**src/shared/margin_pkg.sv**
```systemverilog
// Shared constants and types for the supply margining loop
package margin_pkg;

  // ----------------------------------------------------------------
  // Clock and timing
  // ----------------------------------------------------------------
  localparam int CLK_HZ = 25000000;
  localparam int PWM_FREQ_HZ = 62500;
  localparam int PWM_PERIOD_CYC = CLK_HZ / PWM_FREQ_HZ;
  localparam int AVG_WINDOW_MS = 40;
  localparam int AVG_SAMPLES = 8;
  localparam int SAMPLE_CYC = (CLK_HZ / 1000) * AVG_WINDOW_MS / AVG_SAMPLES;
  localparam int TOL_PCT = 1;

  // ----------------------------------------------------------------
  // Widths
  // ----------------------------------------------------------------
  localparam int DUTY_W = 6;
  localparam int VOUT_W = 12;
  localparam logic [DUTY_W-1:0] DUTY_MIN = 6'h00;
  localparam logic [DUTY_W-1:0] DUTY_MAX = 6'h3f;

  // ----------------------------------------------------------------
  // Command code and field layout of margin_pwm_setup
  // ----------------------------------------------------------------
  localparam logic [7:0] CMD_MARGIN_SETUP = 8'he0;
  localparam int SETUP_SLOPE_BIT = 15;
  localparam int SETUP_SEED_MSB = 5;
  localparam int SETUP_SEED_LSB = 0;
  localparam logic [15:0] SETUP_RESET = 16'h0000;

  // ----------------------------------------------------------------
  // Operation margin selection
  // ----------------------------------------------------------------
  localparam logic [1:0] OP_NORMAL = 2'h0;
  localparam logic [1:0] OP_MARGIN_HIGH = 2'h1;
  localparam logic [1:0] OP_MARGIN_LOW = 2'h2;

  typedef struct packed {
    logic wr;
    logic rd;
    logic [7:0] code;
    logic [15:0] wdata;
  } cmd_req_t;

  typedef struct packed {
    logic nota_byte;
    logic nota_word;
    logic mfr_word;
    logic margin_fault;
  } margin_status_t;

endpackage

```
**src/verilog/duty_pwm.sv**
```systemverilog
// Fixed-rate PWM generator with 6-bit duty
`timescale 1ns/1ps
module duty_pwm (
  input wire logic clk,
  input wire logic rst_n,
  input wire logic en,
  input wire logic [margin_pkg::DUTY_W-1:0] duty,
  output logic pwm
);

  logic [8:0] cnt_r;
  logic [8:0] cnt_nxt;
  logic pwm_r;
  logic pwm_nxt;
  logic [15:0] lhs;
  logic [15:0] rhs;

  // High fraction is duty/63 so code 63 gives a full 100% output
  always_comb begin
    lhs = 16'(cnt_r) * 16'(margin_pkg::DUTY_MAX);
    rhs = 16'(duty) * 16'(margin_pkg::PWM_PERIOD_CYC);
    if (!en || cnt_r == 9'(margin_pkg::PWM_PERIOD_CYC - 1)) begin
      cnt_nxt = 9'h000;
    end else begin
      cnt_nxt = cnt_r + 9'h001;
    end
    pwm_nxt = en && (lhs < rhs);
  end

  always_ff @(posedge clk or negedge rst_n) begin
    if (!rst_n) begin
      cnt_r <= 9'h000;
      pwm_r <= 1'b0;
    end else begin
      cnt_r <= cnt_nxt;
      pwm_r <= pwm_nxt;
    end
  end

  assign pwm = pwm_r;

  property p_period;
    @(posedge clk) disable iff (!rst_n)
    (en && cnt_r == 9'(margin_pkg::PWM_PERIOD_CYC - 1)) |=> cnt_r == 9'h000;
  endproperty
  a_period: assert property (p_period)
    else $error("PWM period is not 400 cycles");

endmodule

```
**src/verilog/margin_loop.sv**
```systemverilog
// Closed-loop margining controller for one supply channel
`timescale 1ns/1ps
// ------------------------------------------------------------------
// Summary of operation
// - The PWM output runs at a fixed 62.5 kHz.
// - Duty is a 6-bit value and one step is one count of it.
// - Margining runs only while operation selects margin high or low.
// - Margining waits until all enabled supplies are power-good.
// - On start the PWM is enabled and loaded with the seed.
// - Each measurement averages eight samples over 40 ms.
// - The target is the high margin level up, the low level down.
// - Outside a 1% band the duty moves one step, else it holds.
// - Duty changes at most once per completed average.
// - Slope bit 15 picks the step direction for a voltage change.
// - Seed bits 5:0 are the first duty for both directions.
// - Setup bits 14:6 always read back as zero.
// - A saturated duty with target unmet sets the fault bits.
// - A margin fault drives alert only when alert is enabled.
// - A first average already past the target is a margin fault.
// ------------------------------------------------------------------
module margin_loop #(
  parameter int SAMPLE_CYCLES = margin_pkg::SAMPLE_CYC
) (
  input wire logic MCLK,
  input wire logic NRST,
  input wire margin_pkg::cmd_req_t CMD,
  output logic [15:0] CMD_RDATA,
  output logic CMD_RVALID,
  input wire logic [1:0] OP_MARGIN,
  input wire logic ALL_PG,
  input wire logic [margin_pkg::VOUT_W-1:0] VOUT_CODE,
  input wire logic [margin_pkg::VOUT_W-1:0] VMARGIN_HIGH,
  input wire logic [margin_pkg::VOUT_W-1:0] VMARGIN_LOW,
  input wire logic ALERT_EN,
  input wire logic CLEAR_FAULTS,
  output logic PWM_OUT,
  output logic PWM_EN,
  output logic [margin_pkg::DUTY_W-1:0] DUTY,
  output margin_pkg::margin_status_t STATUS,
  output logic ALERT_O,
  output logic ALERT_OE
);

  // ----------------------------------------------------------------
  // Loop states
  // ----------------------------------------------------------------
  typedef enum logic [3:0] {
    ST_IDLE = 4'h1,
    ST_WAIT_PG = 4'h2,
    ST_SEED = 4'h4,
    ST_TRACK = 4'h8
  } loop_st_t;

  loop_st_t st_r;
  loop_st_t st_nxt;
  logic [15:0] setup_r;
  logic [15:0] setup_nxt;
  logic [margin_pkg::DUTY_W-1:0] duty_r;
  logic [margin_pkg::DUTY_W-1:0] duty_nxt;
  logic [1:0] mode_r;
  logic [1:0] mode_nxt;
  logic pwm_en_r;
  logic pwm_en_nxt;
  logic fault_r;
  logic fault_nxt;
  logic alert_r;
  logic alert_nxt;
  logic [15:0] rdata_r;
  logic [15:0] rdata_nxt;
  logic rvalid_r;
  logic rvalid_nxt;

  logic [margin_pkg::VOUT_W-1:0] avg;
  logic avg_done;
  logic avg_clr;
  logic [margin_pkg::VOUT_W-1:0] target;
  logic [margin_pkg::VOUT_W-1:0] diff;
  logic [18:0] diff_scaled;
  logic above;
  logic out_band;
  logic duty_up;
  logic at_limit;
  logic want_margin;
  logic fault_set;
  logic slope;
  logic [margin_pkg::DUTY_W-1:0] seed;
  logic reg_hit;

  assign slope = setup_r[margin_pkg::SETUP_SLOPE_BIT];
  assign seed = setup_r[margin_pkg::SETUP_SEED_MSB:margin_pkg::SETUP_SEED_LSB];
  assign want_margin = (OP_MARGIN == margin_pkg::OP_MARGIN_HIGH) ||
                       (OP_MARGIN == margin_pkg::OP_MARGIN_LOW);
  assign reg_hit = (CMD.code == margin_pkg::CMD_MARGIN_SETUP);

  // ----------------------------------------------------------------
  // Measurement path
  // ----------------------------------------------------------------
  // Averager is held clear outside margining so each run starts fresh
  assign avg_clr = !(st_r == ST_SEED || st_r == ST_TRACK);

  vout_avg #(
    .SAMPLE_CYCLES(SAMPLE_CYCLES)
  ) u_avg (
    .clk(MCLK),
    .rst_n(NRST),
    .clr(avg_clr),
    .vout(VOUT_CODE),
    .avg(avg),
    .done(avg_done)
  );

  // ----------------------------------------------------------------
  // Error and step decision
  // ----------------------------------------------------------------
  always_comb begin
    target = (mode_r == margin_pkg::OP_MARGIN_HIGH) ? VMARGIN_HIGH :
             VMARGIN_LOW;
    above = (avg > target);
    diff = above ? (avg - target) : (target - avg);
    // Band test without a divider: diff * 100 > target * TOL_PCT
    diff_scaled = 19'(diff) * 19'h064;
    out_band = diff_scaled > (19'(target) * 19'(margin_pkg::TOL_PCT));
    // Raise the voltage when below target; slope maps that onto duty
    duty_up = slope ? !above : above;
    at_limit = duty_up ? (duty_r == margin_pkg::DUTY_MAX) :
               (duty_r == margin_pkg::DUTY_MIN);
  end

  // ----------------------------------------------------------------
  // Loop sequencing and duty
  // ----------------------------------------------------------------
  always_comb begin
    st_nxt = st_r;
    duty_nxt = duty_r;
    mode_nxt = mode_r;
    pwm_en_nxt = pwm_en_r;
    fault_set = 1'b0;
    unique case (st_r)
      ST_IDLE: begin
        pwm_en_nxt = 1'b0;
        if (want_margin) begin
          mode_nxt = OP_MARGIN;
          st_nxt = ST_WAIT_PG;
        end
      end
      ST_WAIT_PG: begin
        pwm_en_nxt = 1'b0;
        mode_nxt = OP_MARGIN;
        if (ALL_PG) begin
          duty_nxt = seed;
          pwm_en_nxt = 1'b1;
          st_nxt = ST_SEED;
        end
      end
      ST_SEED, ST_TRACK: begin
        if (avg_done) begin
          if (st_r == ST_SEED && out_band &&
              (mode_r == margin_pkg::OP_MARGIN_HIGH) == above) begin
            fault_set = 1'b1;
          end
          if (out_band) begin
            if (at_limit) begin
              fault_set = 1'b1;
            end else if (duty_up) begin
              duty_nxt = duty_r + 6'h01;
            end else begin
              duty_nxt = duty_r - 6'h01;
            end
          end
          st_nxt = ST_TRACK;
        end
      end
    endcase
    // Leaving margin mode or switching direction restarts the loop
    if (!want_margin) begin
      st_nxt = ST_IDLE;
      pwm_en_nxt = 1'b0;
    end else if (st_r != ST_IDLE && OP_MARGIN != mode_r) begin
      st_nxt = ST_WAIT_PG;
      pwm_en_nxt = 1'b0;
      fault_set = 1'b0;
    end
  end

  // ----------------------------------------------------------------
  // Fault flags and alert
  // ----------------------------------------------------------------
  // A fault arriving with a clear wins, so no event is lost
  always_comb begin
    fault_nxt = fault_set || (fault_r && !CLEAR_FAULTS);
    // A clear in the same cycle makes the set a new event again
    alert_nxt = (fault_set && (!fault_r || CLEAR_FAULTS) && ALERT_EN) ||
                (alert_r && !CLEAR_FAULTS);
  end

  // ----------------------------------------------------------------
  // Command register
  // ----------------------------------------------------------------
  always_comb begin
    setup_nxt = setup_r;
    if (CMD.wr && reg_hit) begin
      setup_nxt = 16'h0000;
      setup_nxt[margin_pkg::SETUP_SLOPE_BIT] =
        CMD.wdata[margin_pkg::SETUP_SLOPE_BIT];
      setup_nxt[margin_pkg::SETUP_SEED_MSB:margin_pkg::SETUP_SEED_LSB] =
        CMD.wdata[margin_pkg::SETUP_SEED_MSB:margin_pkg::SETUP_SEED_LSB];
    end
    rvalid_nxt = CMD.rd;
    // Unused bits are never stored, so they read as zero; other codes too
    rdata_nxt = (CMD.rd && reg_hit) ? setup_r : 16'h0000;
  end

  always_ff @(posedge MCLK or negedge NRST) begin
    if (!NRST) begin
      st_r <= ST_IDLE;
      setup_r <= margin_pkg::SETUP_RESET;
      duty_r <= margin_pkg::DUTY_MIN;
      mode_r <= margin_pkg::OP_NORMAL;
      pwm_en_r <= 1'b0;
      fault_r <= 1'b0;
      alert_r <= 1'b0;
      rdata_r <= 16'h0000;
      rvalid_r <= 1'b0;
    end else begin
      st_r <= st_nxt;
      setup_r <= setup_nxt;
      duty_r <= duty_nxt;
      mode_r <= mode_nxt;
      pwm_en_r <= pwm_en_nxt;
      fault_r <= fault_nxt;
      alert_r <= alert_nxt;
      rdata_r <= rdata_nxt;
      rvalid_r <= rvalid_nxt;
    end
  end

  duty_pwm u_pwm (
    .clk(MCLK),
    .rst_n(NRST),
    .en(pwm_en_r),
    .duty(duty_r),
    .pwm(PWM_OUT)
  );

  assign PWM_EN = pwm_en_r;
  assign DUTY = duty_r;
  assign CMD_RDATA = rdata_r;
  assign CMD_RVALID = rvalid_r;
  assign STATUS = '{nota_byte: fault_r, nota_word: fault_r,
                    mfr_word: fault_r, margin_fault: fault_r};
  // Open-drain alert: pulled low while enabled
  assign ALERT_O = 1'b0;
  assign ALERT_OE = alert_r;

  // ----------------------------------------------------------------
  // Checks
  // ----------------------------------------------------------------
  property p_seed_load;
    @(posedge MCLK) disable iff (!NRST)
    (st_r == ST_WAIT_PG && ALL_PG && OP_MARGIN == mode_r && want_margin)
      |=> (pwm_en_r && duty_r == $past(seed));
  endproperty
  a_seed_load: assert property (p_seed_load)
    else $error("Seed not loaded when margining started");

  property p_hold_between;
    @(posedge MCLK) disable iff (!NRST)
    (st_r == ST_TRACK && !avg_done) |=> $stable(duty_r);
  endproperty
  a_hold_between: assert property (p_hold_between)
    else $error("Duty changed between averages");

  property p_inband_hold;
    @(posedge MCLK) disable iff (!NRST)
    (st_r == ST_TRACK && avg_done && !out_band) |=> $stable(duty_r);
  endproperty
  a_inband_hold: assert property (p_inband_hold)
    else $error("Duty moved although within tolerance");

  property p_step_up;
    @(posedge MCLK) disable iff (!NRST)
    (st_r == ST_TRACK && want_margin && OP_MARGIN == mode_r && avg_done &&
     out_band && !at_limit && duty_up)
      |=> duty_r == $past(duty_r) + 6'h01;
  endproperty
  a_step_up: assert property (p_step_up)
    else $error("Duty did not step up by one");

  property p_saturate;
    @(posedge MCLK) disable iff (!NRST)
    (st_r == ST_TRACK && want_margin && OP_MARGIN == mode_r && avg_done &&
     out_band && at_limit)
      |=> ($stable(duty_r) && fault_r && STATUS.margin_fault);
  endproperty
  a_saturate: assert property (p_saturate)
    else $error("Saturated duty did not flag a margin fault");

  property p_off_no_pwm;
    @(posedge MCLK) disable iff (!NRST)
    !want_margin |=> (!pwm_en_r ##1 !PWM_OUT);
  endproperty
  a_off_no_pwm: assert property (p_off_no_pwm)
    else $error("PWM active outside margin mode");

  property p_pg_wait;
    @(posedge MCLK) disable iff (!NRST)
    (st_r == ST_WAIT_PG && !ALL_PG) |=> !pwm_en_r;
  endproperty
  a_pg_wait: assert property (p_pg_wait)
    else $error("Margining began before power good");

  property p_alert_gate;
    @(posedge MCLK) disable iff (!NRST)
    (fault_set && !fault_r && !ALERT_EN && !alert_r) |=> !ALERT_OE;
  endproperty
  a_alert_gate: assert property (p_alert_gate)
    else $error("Alert driven while alert disabled");

  property p_rsv_zero;
    @(posedge MCLK) disable iff (!NRST)
    CMD_RVALID |-> CMD_RDATA[14:6] == 9'h000;
  endproperty
  a_rsv_zero: assert property (p_rsv_zero)
    else $error("Reserved setup bits read nonzero");

endmodule

```
**src/verilog/vout_avg.sv**
```systemverilog
// Eight-sample output voltage averager over the feedback window
`timescale 1ns/1ps
module vout_avg #(
  parameter int SAMPLE_CYCLES = margin_pkg::SAMPLE_CYC
) (
  input wire logic clk,
  input wire logic rst_n,
  input wire logic clr,
  input wire logic [margin_pkg::VOUT_W-1:0] vout,
  output logic [margin_pkg::VOUT_W-1:0] avg,
  output logic done
);

  localparam int TW = $clog2(SAMPLE_CYCLES + 1);

  logic [TW-1:0] tick_r;
  logic [TW-1:0] tick_nxt;
  logic [2:0] n_r;
  logic [2:0] n_nxt;
  logic [14:0] sum_r;
  logic [14:0] sum_nxt;
  logic [margin_pkg::VOUT_W-1:0] avg_r;
  logic [margin_pkg::VOUT_W-1:0] avg_nxt;
  logic done_r;
  logic done_nxt;
  logic take;

  // One sample per sub-window, the eighth completes the average
  always_comb begin
    take = (tick_r == TW'(SAMPLE_CYCLES - 1));
    tick_nxt = take ? '0 : tick_r + TW'(1);
    n_nxt = n_r;
    sum_nxt = sum_r;
    avg_nxt = avg_r;
    done_nxt = 1'b0;
    if (take) begin
      n_nxt = n_r + 3'h1;
      if (n_r == 3'h7) begin
        avg_nxt = 12'((sum_r + 15'(vout)) >> 3);
        sum_nxt = 15'h0000;
        done_nxt = 1'b1;
      end else begin
        sum_nxt = sum_r + 15'(vout);
      end
    end
    if (clr) begin
      tick_nxt = '0;
      n_nxt = 3'h0;
      sum_nxt = 15'h0000;
      done_nxt = 1'b0;
    end
  end

  always_ff @(posedge clk or negedge rst_n) begin
    if (!rst_n) begin
      tick_r <= '0;
      n_r <= 3'h0;
      sum_r <= 15'h0000;
      avg_r <= 12'h000;
      done_r <= 1'b0;
    end else begin
      tick_r <= tick_nxt;
      n_r <= n_nxt;
      sum_r <= sum_nxt;
      avg_r <= avg_nxt;
      done_r <= done_nxt;
    end
  end

  assign avg = avg_r;
  assign done = done_r;

  property p_eight;
    @(posedge clk) disable iff (!rst_n)
    done_r |-> (n_r == 3'h0 && $past(n_r) == 3'h7 && $past(take) &&
                !$past(clr));
  endproperty
  a_eight: assert property (p_eight)
    else $error("Average completed before eight samples");

endmodule
```
**config.mk**
```make
export PLATFORM = sky130hd
export DESIGN_NAME = margin_loop
export DESIGN_NICKNAME = d
export VERILOG_FILES = /design/src/shared/margin_pkg.sv /design/src/verilog/duty_pwm.sv /design/src/verilog/margin_loop.sv /design/src/verilog/vout_avg.sv
export SDC_FILE = /design/constraint.sdc
export NUM_CORES = 1
export LEC_CHECK = 0
export BUFFER_PORTS_ARGS = -buffer_cell sky130_fd_sc_hd__buf_2
export CELL_PAD_IN_SITES_DETAIL_PLACEMENT = 1
export CELL_PAD_IN_SITES_GLOBAL_PLACEMENT = 1
export CORE_MARGIN = 10
export CORE_UTILIZATION = 45
export DETAILED_ROUTE_END_ITERATION = 7
export GPL_ROUTABILITY_DRIVEN = 1
export HOLD_SLACK_MARGIN = 0.06
export MAX_ROUTING_LAYER = met4
export PLACE_DENSITY_LB_ADDON = 0.08
export SYNTH_ARGS = -nofsm -noshare
export SYNTH_HDL_FRONTEND = slang
export SYNTH_SLANG_ARGS = --single-unit
```
**constraint.sdc**
```tcl
create_clock -name MCLK -period 10.8 [get_ports MCLK]
set_input_delay 0.54 -clock MCLK [delete_from_list [all_inputs] [get_ports MCLK]]
set_output_delay 0.54 -clock MCLK [all_outputs]
set_load 0.005 [all_outputs]
```
==> out/metrics.cfg, run 1 <==
[drt]
dr_total_vias=7402
via_per_inst=5.43
drc=0
drt_wl_total_mm=23.3
first_pass_iters=4
drt_iter0_markers=301
drt-wirelength-per-cell_um=17.1
ant_nets=0

[critical_path]
worstSetupPathType=register to register
crit_path_end=ALERT_OE
crit_path_start_kind=register
crit_fanout=12
rr_endpoint=ALERT_OE
r2r_setup_slack_ns=2.12
cp-startpoint=mode_r[0]
ff2ff_path_depth=33
arrival_ns=8.93
cp.required_ns=11.04
end_kind=register
worstReg2RegStart=mode_r[0]
max_stage_delay_ns=0.71
path_common_cell=ha_1
cp_slowest_cell=nor2b_2

[timing]
finalSetupViolations=0
slew_headroom_pct=16.2
clock_skew_ns=0.00955
tns_ns=0
period_needed_ns=8.68
tightestPinTransition_ns=1.25
fin_crit_sh_pct=80.4
layout_setup_ws_ns=2.12
grt_setup_unrepaired=false
slew_viol_final=0
clock.fmax_mhz=115
finalHoldViolCount=0

[yosys]
yosysTopAreaCellShare_pct=23.1
netlist_top_cells_count=ha_1 (156), inv_1 (123), dfrtp_1 (87)
ys_seq_area_share_pct=23.4
postSynthCellCount=1014
synth_warnings=0
netlist_area_mm2=0.00941
synth_most_common_cell=ha_1
ys_dominant_reg_cell=dfrtp_1
synthArstFlopShare_pct=100
synth_area_per_cell_um2=9.28
ys_top_cells_by_area=dfrtp_1 (23%), ha_1 (21%), fa_1 (7.2%)
yosysTopAreaCell=dfrtp_1
synth_cell_type_count=88
synth-edff-count=0
synth_seq_cells=88

[power_and_ir_drop]
leakagePower_nw=5.38
ir_drop_uv=302
power.density_mw_per_mm2=320
total_power_mw=3.31

[floorplan]
ios=100
start_util_pct=46.1
core-area_mm2=0.0204
rows=52
die_height_um=165
die-width_um=165
die-area_mm2=0.0271

[run_status]
status=completed

[clock_tree]
clkLatencyLatePin_ns=0.36
clk_pin_slew_ns=0.08
post_cts_buffers=0
cts_buffers=9
postCtsResizedCells=0
clock_sinks=88
cts_max_level=3
postCtsHoldBufs=0
cts-root-buf=clkbuf_16
clk_path_buf_depth=2
cts_tree=yes

[finish]
antennaDiodeCount=0
utilization_pct=50.6
layout-drive-gt1-share_pct=13.8
fin_nets=1348
fillers=2452
area_growth_pct=9.92

[min_path]
min_path_type=input pin to asynchronous set/reset pin

[global_route]
grt.overflow.total=0
groute.usage.overall_pct=18.5
grt_pass1_vias=8020
grt_max_degree=58
grt_pass1_wl_mm=39.6
antenna_found_initial=0

[placement]
io_buffers=80
gp_congestion=0.894
dp.final_hpwl_mm=19.0
place_ws_ns=2.12

[run]
maxCapViolations=0

## power breakdown
part	internal [mW]	switching, mW	total [mW]	leakage (nW)
Clock	0.165	0.154	0.319	0.136
Combinational	1.13	1.50	2.63	4.06
Sequential	0.340	0.0207	0.361	1.18
Total	1.64	1.67	3.31	5.38
## worst min path at each step
stage               startpoint         endpoint  slack, ns
6_report                  NRST  u_avg.sum_r[11]       0.12
3_5_place_dp   u_avg.tick_r[0]  u_avg.tick_r[0]       0.45
4_1_cts                   NRST  u_avg.sum_r[11]       0.13
3_3_place_gp   u_avg.tick_r[0]  u_avg.tick_r[0]       0.46
2_1_floorplan             NRST         ALERT_OE       0.24
5_1_grt                   NRST  u_avg.sum_r[11]       0.14
## sequential cells by signal (all words and copies together) (netlist names), 2 cells and up
| signal | count |
|---|---|
| u_avg.tick_r | 17 |
| u_avg.sum_r | 15 |
| u_avg.avg | 12 |
| u_pwm.cnt_r | 9 |
| CMD_RDATA | 7 |
| setup_r | 7 |
| DUTY | 6 |
| st_r | 4 |
| u_avg.n_r | 3 |
| mode_r | 2 |
## area by class of cell
class                           count  area [um2]  share of cell area (%)
Tap cell                          270         338                    3.27
Clock inverter                      6        50.0                   0.484
Clock buffer                       10         239                    2.31
Multi-Input combinational cell    781        6610                    63.9
Sequential cell                    88        2200                    21.3
Timing Repair Buffer               86         448                    4.33
Inverter                          123         462                    4.46
## kinds of logic (layout without fill, tap and decap cells)
| kind of cell | after synthesis | count (layout) | synth area share, % |
|---|---|---|---|
| xor gates and xnor gates | 83 | 83 | 7.72 |
| DFF | 88 | 88 | 23.4 |
| AOI/OAI and AO/OA | 199 | 199 | 15.4 |
| adders and majority gates | 191 | 191 | 28.1 |
| buffers and inverters | 154 | 225 | 6.85 |
| muxes | 40 | 40 | 4.67 |
| and+or+nand+nor | 258 | 258 | 13.8 |
| other | 1 | 10 | 0.0398 |
## stage by stage
step           cell area, um2  cells  hold slack (ns)
2_1_floorplan            9450   1023            0.244
3_3_place_gp            10100   1348            0.459
3_5_place_dp            10100   1348            0.454
4_1_cts                 10300   1364            0.131
5_1_grt                 10300   1364            0.144
6_report                10300   1364            0.120
## routing by layer
layer | up-vias | share of wire [%] | global-route usage (%)
met5 | - | 0 | -
met4 | 0 | 1.8 | 4.79
met3 | 23 | 3.8 | 3.41
met2 | 83 | 49 | 30.7
met1 | 3627 | 46 | 22.7
li1 | 3669 | - | -
## cells in the final DEF, fill, tap and decap left out, types with 6 or more instances in the layout
cell type  count
a211oi_1      11
a21o_1        19
a21oi_1       55
a22o_1        13
and2_1         8
and3_1        16
buf_2         79
buf_4          7
clkbuf_16      9
conb_1        10
dfrtp_1       87
fa_1          34
ha_1         156
inv_1        123
mux2_2        21
mux2i_1       18
nand2_1       50
nand2b_1       7
nand3_1       29
nand4_1       16
nor2_1        72
nor2b_1        7
nor3_1        20
o21a_1         6
o21ai_0       26
o21bai_1       8
xnor2_1       52
xor2_1        31
## worst max-delay path: cells and delay by family, from the launching register on
| family | cells | cell delay, ns |
|---|---|---|
| compound gates | 12 | 2.73 |
| simple gates | 9 | 2.03 |
| flops | 1 | 0.43 |
| mux | 1 | 0.36 |
| buf+inv | 4 | 0.61 |
| fa+ha+maj | 6 | 2.14 |
| xor+xnor | 1 | 0.27 |
(Power assumes the default switching activity.)
==> inputs of run 2 (changes only) <==
==> constraint.sdc (replaced) <==
create_clock -name MCLK -period 8.74 [get_ports MCLK]
set_input_delay 0.437 -clock MCLK [delete_from_list [all_inputs] [get_ports MCLK]]
set_output_delay 0.437 -clock MCLK [all_outputs]
set_load 0.005 [all_outputs]
==> run 2 against run 1 <==
  * Clock skew increased by 0.0078 ns
  * Critical path type unchanged
  * Via count is 0.32% lower
  * Total power grew 24%
  * Sequential share of layout area down 0.10 points
  * Highest routed layer unchanged
  * First-iteration DRC count is 21% lower
  * Maximum frequency is 7.2% higher
  * Die area is the same
  * Combinational power increased by 24%
  * Largest power group unchanged
  * Critical path depth stayed put
  * Clock-buffer cell count shrank 1
  * Worst setup slack got worse by 1.5 ns
  * Register-to-register slack got worse by 1.5 ns
==> out/metrics.cfg, run 2 (same netlist as run 1, synthesis figures left out) <==
[floorplan]
die-area_mm2=0.0271  ; unchanged
rows=52  ; unchanged
ios=100  ; unchanged
die-width_um=165  ; unchanged
core-area_mm2=0.0204  ; unchanged
die_height_um=165  ; unchanged
start_util_pct=46.1  ; unchanged

[power_and_ir_drop]
total_power_mw=4.10  ; was 3.31 mW
leakagePower_nw=5.42  ; was 5.38 nW
p_seq_share_pct=10.9  ; about the same
power.density_mw_per_mm2=394  ; was 320 mW/mm2
ir_drop_uv=376  ; was 302 uV
p_int_mw=2.02  ; was 1.64 mW
power_frac_comb_pct=79.5  ; was 79.4%
power_frac_clock_pct=9.6  ; about the same
p_sw_mw=2.07  ; was 1.67 mW
switching_share_pct=50.6  ; was 50.5%

[clock_tree]
cts-root-buf=clkbuf_16  ; unchanged
cts_tree=yes  ; unchanged
clock_sinks=88  ; unchanged
clk_path_buf_depth=2  ; unchanged
postCtsResizedCells=0  ; unchanged
clkLatencyLatePin_ns=0.36  ; about the same
clk_pin_slew_ns=0.08  ; about the same
cts_max_level=3  ; unchanged
cts_buffers=9  ; unchanged

[timing]
clock.fmax_mhz=123  ; was 115 MHz
tns_ns=0  ; unchanged
tightestPinTransition_ns=1.00  ; was 1.25 ns
finalSetupViolations=0  ; unchanged
clock_skew_ns=0.0173  ; was 0.00955 ns
grt_setup_unrepaired=false  ; unchanged
slew_headroom_pct=32.8  ; was 16.2%
fin_crit_sh_pct=92.6  ; was 80.4%
finalHoldViolCount=0  ; unchanged
whs_ns=0.279  ; was 0.120 ns
slew_viol_final=0  ; unchanged
period_needed_ns=8.10  ; was 8.68 ns

[drt]
drt_wl_total_mm=23.4  ; was 23.3 mm
first_pass_iters=4  ; unchanged
drt_iter0_markers=237  ; was 301
ant_nets=0  ; unchanged
drt-wirelength-per-cell_um=17.1  ; about the same
drc=0  ; unchanged
dr_total_vias=7378  ; was 7402
via_per_inst=5.39  ; was 5.43

[critical_path]
cp_slowest_cell=fa_1  ; was nor2b_2
ff2ff_path_depth=33  ; unchanged
crit_path_start_kind=register  ; unchanged
cp.required_ns=9.02  ; was 11.04 ns
end_kind=register  ; unchanged
arrival_ns=8.37  ; was 8.93 ns
max_stage_delay_ns=0.52  ; was 0.71 ns
crit_fanout=14  ; was 12
worstSetupPathType=register to register  ; unchanged
path_common_cell=ha_1  ; unchanged

[global_route]
grt.overflow.total=0  ; unchanged
groute.usage.overall_pct=18.3  ; was 18.5%
grt_pass1_wl_mm=39.2  ; was 39.6 mm
grt_max_degree=66  ; was 58
antenna_found_initial=0  ; unchanged
grt_pass1_vias=7869  ; was 8020

[finish]
largest_reg_flops=17  ; unchanged
area_growth_pct=10.4  ; was 9.92%
antennaDiodeCount=0  ; unchanged
layout-drive-gt1-share_pct=14.1  ; was 13.8%
fin_nets=1353  ; was 1348
layout_commonest_cell=ha_1  ; unchanged
final_cell_mix=ha_1 (156), inv_1 (123), dfrtp_1 (87)  ; unchanged
top_register=u_avg.tick_r  ; unchanged
utilization_pct=50.9  ; was 50.6%

[run]
maxCapViolations=0  ; unchanged

[placement]
gp_congestion=0.953  ; was 0.894
io_buffers=80  ; unchanged
dp.final_hpwl_mm=19.2  ; was 19.0 mm

[run_status]
status=completed  ; unchanged

[min_path]
min_delay_path_depth=1
min_path_type=input pin to register  ; was input pin to asynchronous set/reset pin

## run 2: cell types whose count changed in the layout (fill, tap and decap cells not counted)
cell,before,now
clkinvlp_4,2,0
clkbuf_8,1,0
inv_6,2,1
clkinv_4,2,3
dlygate4sd3_1,0,1
buf_4,7,11
inv_8,0,2
clkinv_8,0,1
## run 2: area by class of cell
cell class	count	area, um2
Clock buffer	9	225
Fill cell	2390	10000
Sequential cell	88	2200
Timing Repair Buffer	91	488
Inverter	123	462
Tap cell	270	338
Multi-Input combinational cell	781	6610
Clock inverter	7	73.8
## run 2: through the flow
step | cells | cell area [um2] | setup slack, ns
finish | 1369 | 10400 | 0.643
global route | 1369 | 10400 | 0.0829
CTS | 1369 | 10400 | 0.607
detailed placement | 1352 | 10100 | 0.680
global placement | 1352 | 10100 | 0.769
floorplan | 1023 | 9450 | 1.13
## run 2: routing by layer
metal	share of wire [%]	track usage, %	vias to the layer above
met5	0	-	-
met3	3.5	3.53	12
met4	0.96	3.46	0
met2	49	31.6	94
met1	46	22.0	3588
li1	-	-	3684
## run 2: power groups by stage
stage	clock network, mW	logic [mW]	registers, mW
after floorplan	0	2.53	0.443
after global placement	0	3.18	0.455
after detailed placement	0	3.26	0.455
after CTS	0.401	3.28	0.447
after global routing	0.422	3.75	0.450
final	0.392	3.26	0.446
## run 2: final timing paths
kind / startpoint / slack (ns) / endpoint
setup / recovery: mode_r[1] / 0.64 / DUTY[2]
hold reg to reg: u_avg.tick_r[0] / 0.48 / u_avg.tick_r[0]
max in group asynchronous: NRST / 7.04 / CMD_RVALID
setup reg to reg: mode_r[1] / 0.64 / DUTY[2]
hold / removal: CMD[24] / 0.28 / CMD_RVALID
min in group asynchronous: NRST / 0.53 / u_avg.sum_r[10]
## run 2: repair_timing
action,in CTS,in global routing
hold buffers,1,0
hold endpoints to repair,23,0
setup buffers,0,0
## run 2: worst max-delay path, delay by kind of cell (launching register included)
| kind | cells | cell delay (ns) |
|---|---|---|
| fa+ha+maj | 7 | 2.38 |
| xor+xnor | 1 | 0.38 |
| flops | 1 | 0.45 |
| compound gates | 10 | 1.86 |
| simple gates | 10 | 1.90 |
| mux | 2 | 0.62 |
| buf+inv | 3 | 0.39 |
==> inputs of run 3 (changes only) <==
--- a/config.mk
+++ b/config.mk
@@ -10,6 +10,7 @@
 export CELL_PAD_IN_SITES_GLOBAL_PLACEMENT = 1
 export CORE_MARGIN = 10
 export CORE_UTILIZATION = 45
+export CTS_CLUSTER_SIZE = 24
 export DETAILED_ROUTE_END_ITERATION = 7
 export GPL_ROUTABILITY_DRIVEN = 1
 export HOLD_SLACK_MARGIN = 0.06
==> constraint.sdc (replaced) <==
create_clock -name MCLK -period 8.74 [get_ports MCLK]
set_input_delay 1.311 -clock MCLK [delete_from_list [all_inputs] [get_ports MCLK]]
set_output_delay 1.311 -clock MCLK [all_outputs]
set_load 0.005 [all_outputs]
==> run 3 against run 2 <==
  * Final cell count increased by 0.29%
  * Largest power group unchanged
  * Highest routed layer unchanged
  * Clock power about the same
  * Final area increased by 0.25%
  * Critical endpoint is now ALERT_OE
==> out/metrics.cfg, run 3 (same netlist as run 1, synthesis figures left out) <==
[finish]
multi_input_area_mm2=0.00661  ; unchanged
area_growth_pct=10.7  ; was 10.4%
top_register=u_avg.tick_r  ; unchanged
ff_latch_area_mm2=0.00220  ; unchanged
final_cell_mix=ha_1 (156), inv_1 (123), dfrtp_1 (87)  ; unchanged
fin_cells=1373  ; was 1369
fin_nets=1357  ; was 1353
utilization_pct=51.0  ; was 50.9%
layout-drive-gt1-share_pct=14.5  ; was 14.1%
largest_reg_flops=17  ; unchanged
fillers=2398  ; was 2390
antennaDiodeCount=0  ; unchanged
layout_commonest_cell=ha_1  ; unchanged

[timing]
layout_setup_ws_ns=0.675  ; was 0.643 ns
tns_ns=0  ; unchanged
slew_viol_final=0  ; unchanged
finalHoldViolCount=0  ; unchanged
whs_ns=0.472  ; was 0.279 ns
tightestPinTransition_ns=0.976  ; was 1.00 ns
clock.fmax_mhz=124  ; was 123 MHz
fin_crit_sh_pct=92.3  ; was 92.6%
period_needed_ns=8.07  ; was 8.10 ns
slew_headroom_pct=35.0  ; was 32.8%
finalSetupViolations=0  ; unchanged
grt_setup_unrepaired=false  ; unchanged
clock_skew_ns=0.0123  ; was 0.0173 ns

[floorplan]
ios=100  ; unchanged
die_height_um=165  ; unchanged
start_util_pct=46.1  ; unchanged
rows=52  ; unchanged
die-area_mm2=0.0271  ; unchanged
die-width_um=165  ; unchanged
core-area_mm2=0.0204  ; unchanged

[drt]
ant_nets=0  ; unchanged
via_per_inst=5.34  ; was 5.39
first_pass_iters=4  ; unchanged
dr_total_vias=7328  ; was 7378
drt_iter0_markers=274  ; was 237
drc=0  ; unchanged
drt-wirelength-per-cell_um=16.9  ; was 17.1 um
drt_wl_total_mm=23.2  ; was 23.4 mm

[critical_path]
arrival_ns=8.31  ; was 8.37 ns
end_kind=register  ; unchanged
crit_path_start_kind=register  ; unchanged
worstSetupPathType=register to register  ; unchanged
crit_fanout=9  ; was 14
path_buf_inv=4  ; was 3
cp.required_ns=8.98  ; was 9.02 ns
path_common_cell=ha_1  ; unchanged
cp_slowest_cell=or4_1  ; was fa_1
path_delay_family=simple AND/OR/NAND/NOR gates  ; was adder cells
max_stage_delay_ns=0.78  ; was 0.52 ns

[power_and_ir_drop]
power_frac_comb_pct=79.8  ; was 79.5%
power_frac_clock_pct=9.4  ; was 9.6%
p_sw_mw=2.09  ; was 2.07 mW
ir_drop_uv=351  ; was 376 uV
power.density_mw_per_mm2=397  ; was 394 mW/mm2
switching_share_pct=50.6  ; about the same
p_seq_share_pct=10.8  ; was 10.9%
leakagePower_nw=5.43  ; was 5.42 nW
p_int_mw=2.04  ; was 2.02 mW

[clock_tree]
clkLatencyLatePin_ns=0.35  ; was 0.36 ns
clk_pin_slew_ns=0.07  ; was 0.08 ns
cts_buffers=9  ; unchanged
post_cts_buffers=0  ; unchanged
cts_max_level=3  ; unchanged
cts-root-buf=clkbuf_16  ; unchanged
clk_path_buf_depth=2  ; unchanged
cts_tree=yes  ; unchanged
clock_sinks=88  ; unchanged
postCtsResizedCells=0  ; unchanged
postCtsHoldBufs=0  ; was 1

[min_path]
min_path_type=register to register  ; was input pin to register

[global_route]
antenna_found_initial=0  ; unchanged
groute.usage.overall_pct=18.4  ; was 18.3%
grt_pass1_vias=8138  ; was 7869
grt.overflow.total=0  ; unchanged
grt_pass1_wl_mm=39.6  ; was 39.2 mm
grt_max_degree=74  ; was 66

[run_status]
status=completed  ; unchanged

[placement]
dp_cells=1357  ; was 1352
place_ws_ns=0.320  ; was 0.680 ns
gp_congestion=0.866  ; was 0.953
dp.final_hpwl_mm=19.3  ; was 19.2 mm
io_buffers=80  ; unchanged

[run]
maxCapViolations=0  ; unchanged

run 3: cell types whose count changed in the layout (fill, tap and decap cells not counted), sizes merged:
| cell | before | now |
|---|---|---|
| inv | 126 | 127 |
| clkinvlp | 0 | 1 |
| dlygate4sd3 | 1 | 0 |
| clkinv | 4 | 2 |
| buf | 90 | 95 |
run 3: layer usage:
layer  share of wire, %  global-route usage (%)  wire length (um)
met5                  0                       -                 0
met4                1.3                    4.35               295
met3                3.1                    3.04               718
met2                 49                    31.7             11500
met1                 46                    21.9             10700
run 3: power by group through the flow:
stage / Clock [mW] / Combinational, mW / Sequential [mW]
after global routing: 0.422 / 3.83 / 0.450
after floorplan: 0 / 2.53 / 0.443
after CTS: 0.400 / 3.33 / 0.447
final: 0.389 / 3.30 / 0.446
after detailed placement: 0 / 3.30 / 0.455
after global placement: 0 / 3.21 / 0.453
run 3: path summary, 6_finish.rpt:
check                                   to       startpoint  cells after the start  slack (ns)
setup / recovery                  ALERT_OE        mode_r[0]                     31        0.67
hold / removal             u_avg.tick_r[0]  u_avg.tick_r[0]                      1        0.47
setup reg to reg                  ALERT_OE        mode_r[0]                     31        0.67
hold reg to reg            u_avg.tick_r[0]  u_avg.tick_r[0]                      1        0.47
max in group asynchronous           PWM_EN             NRST                      2        6.70
min in group asynchronous   u_avg.sum_r[8]             NRST                      1        0.81
run 3: metrics by stage:
stage	cell area (um2)	power, mW
final	10400	4.14
after global placement	10100	3.66
after floorplan	9450	2.97
after detailed placement	10100	3.75
after CTS	10400	4.18
after global routing	10400	4.71
run 3: final cells by class:
type / instances / share of cell area [%]
Sequential cell: 88 / 21.1
Inverter: 123 / 4.43
Clock inverter: 7 / 0.696
Timing Repair Buffer: 95 / 4.95
Clock buffer: 9 / 2.16
Multi-Input combinational cell: 781 / 63.4
Tap cell: 270 / 3.24
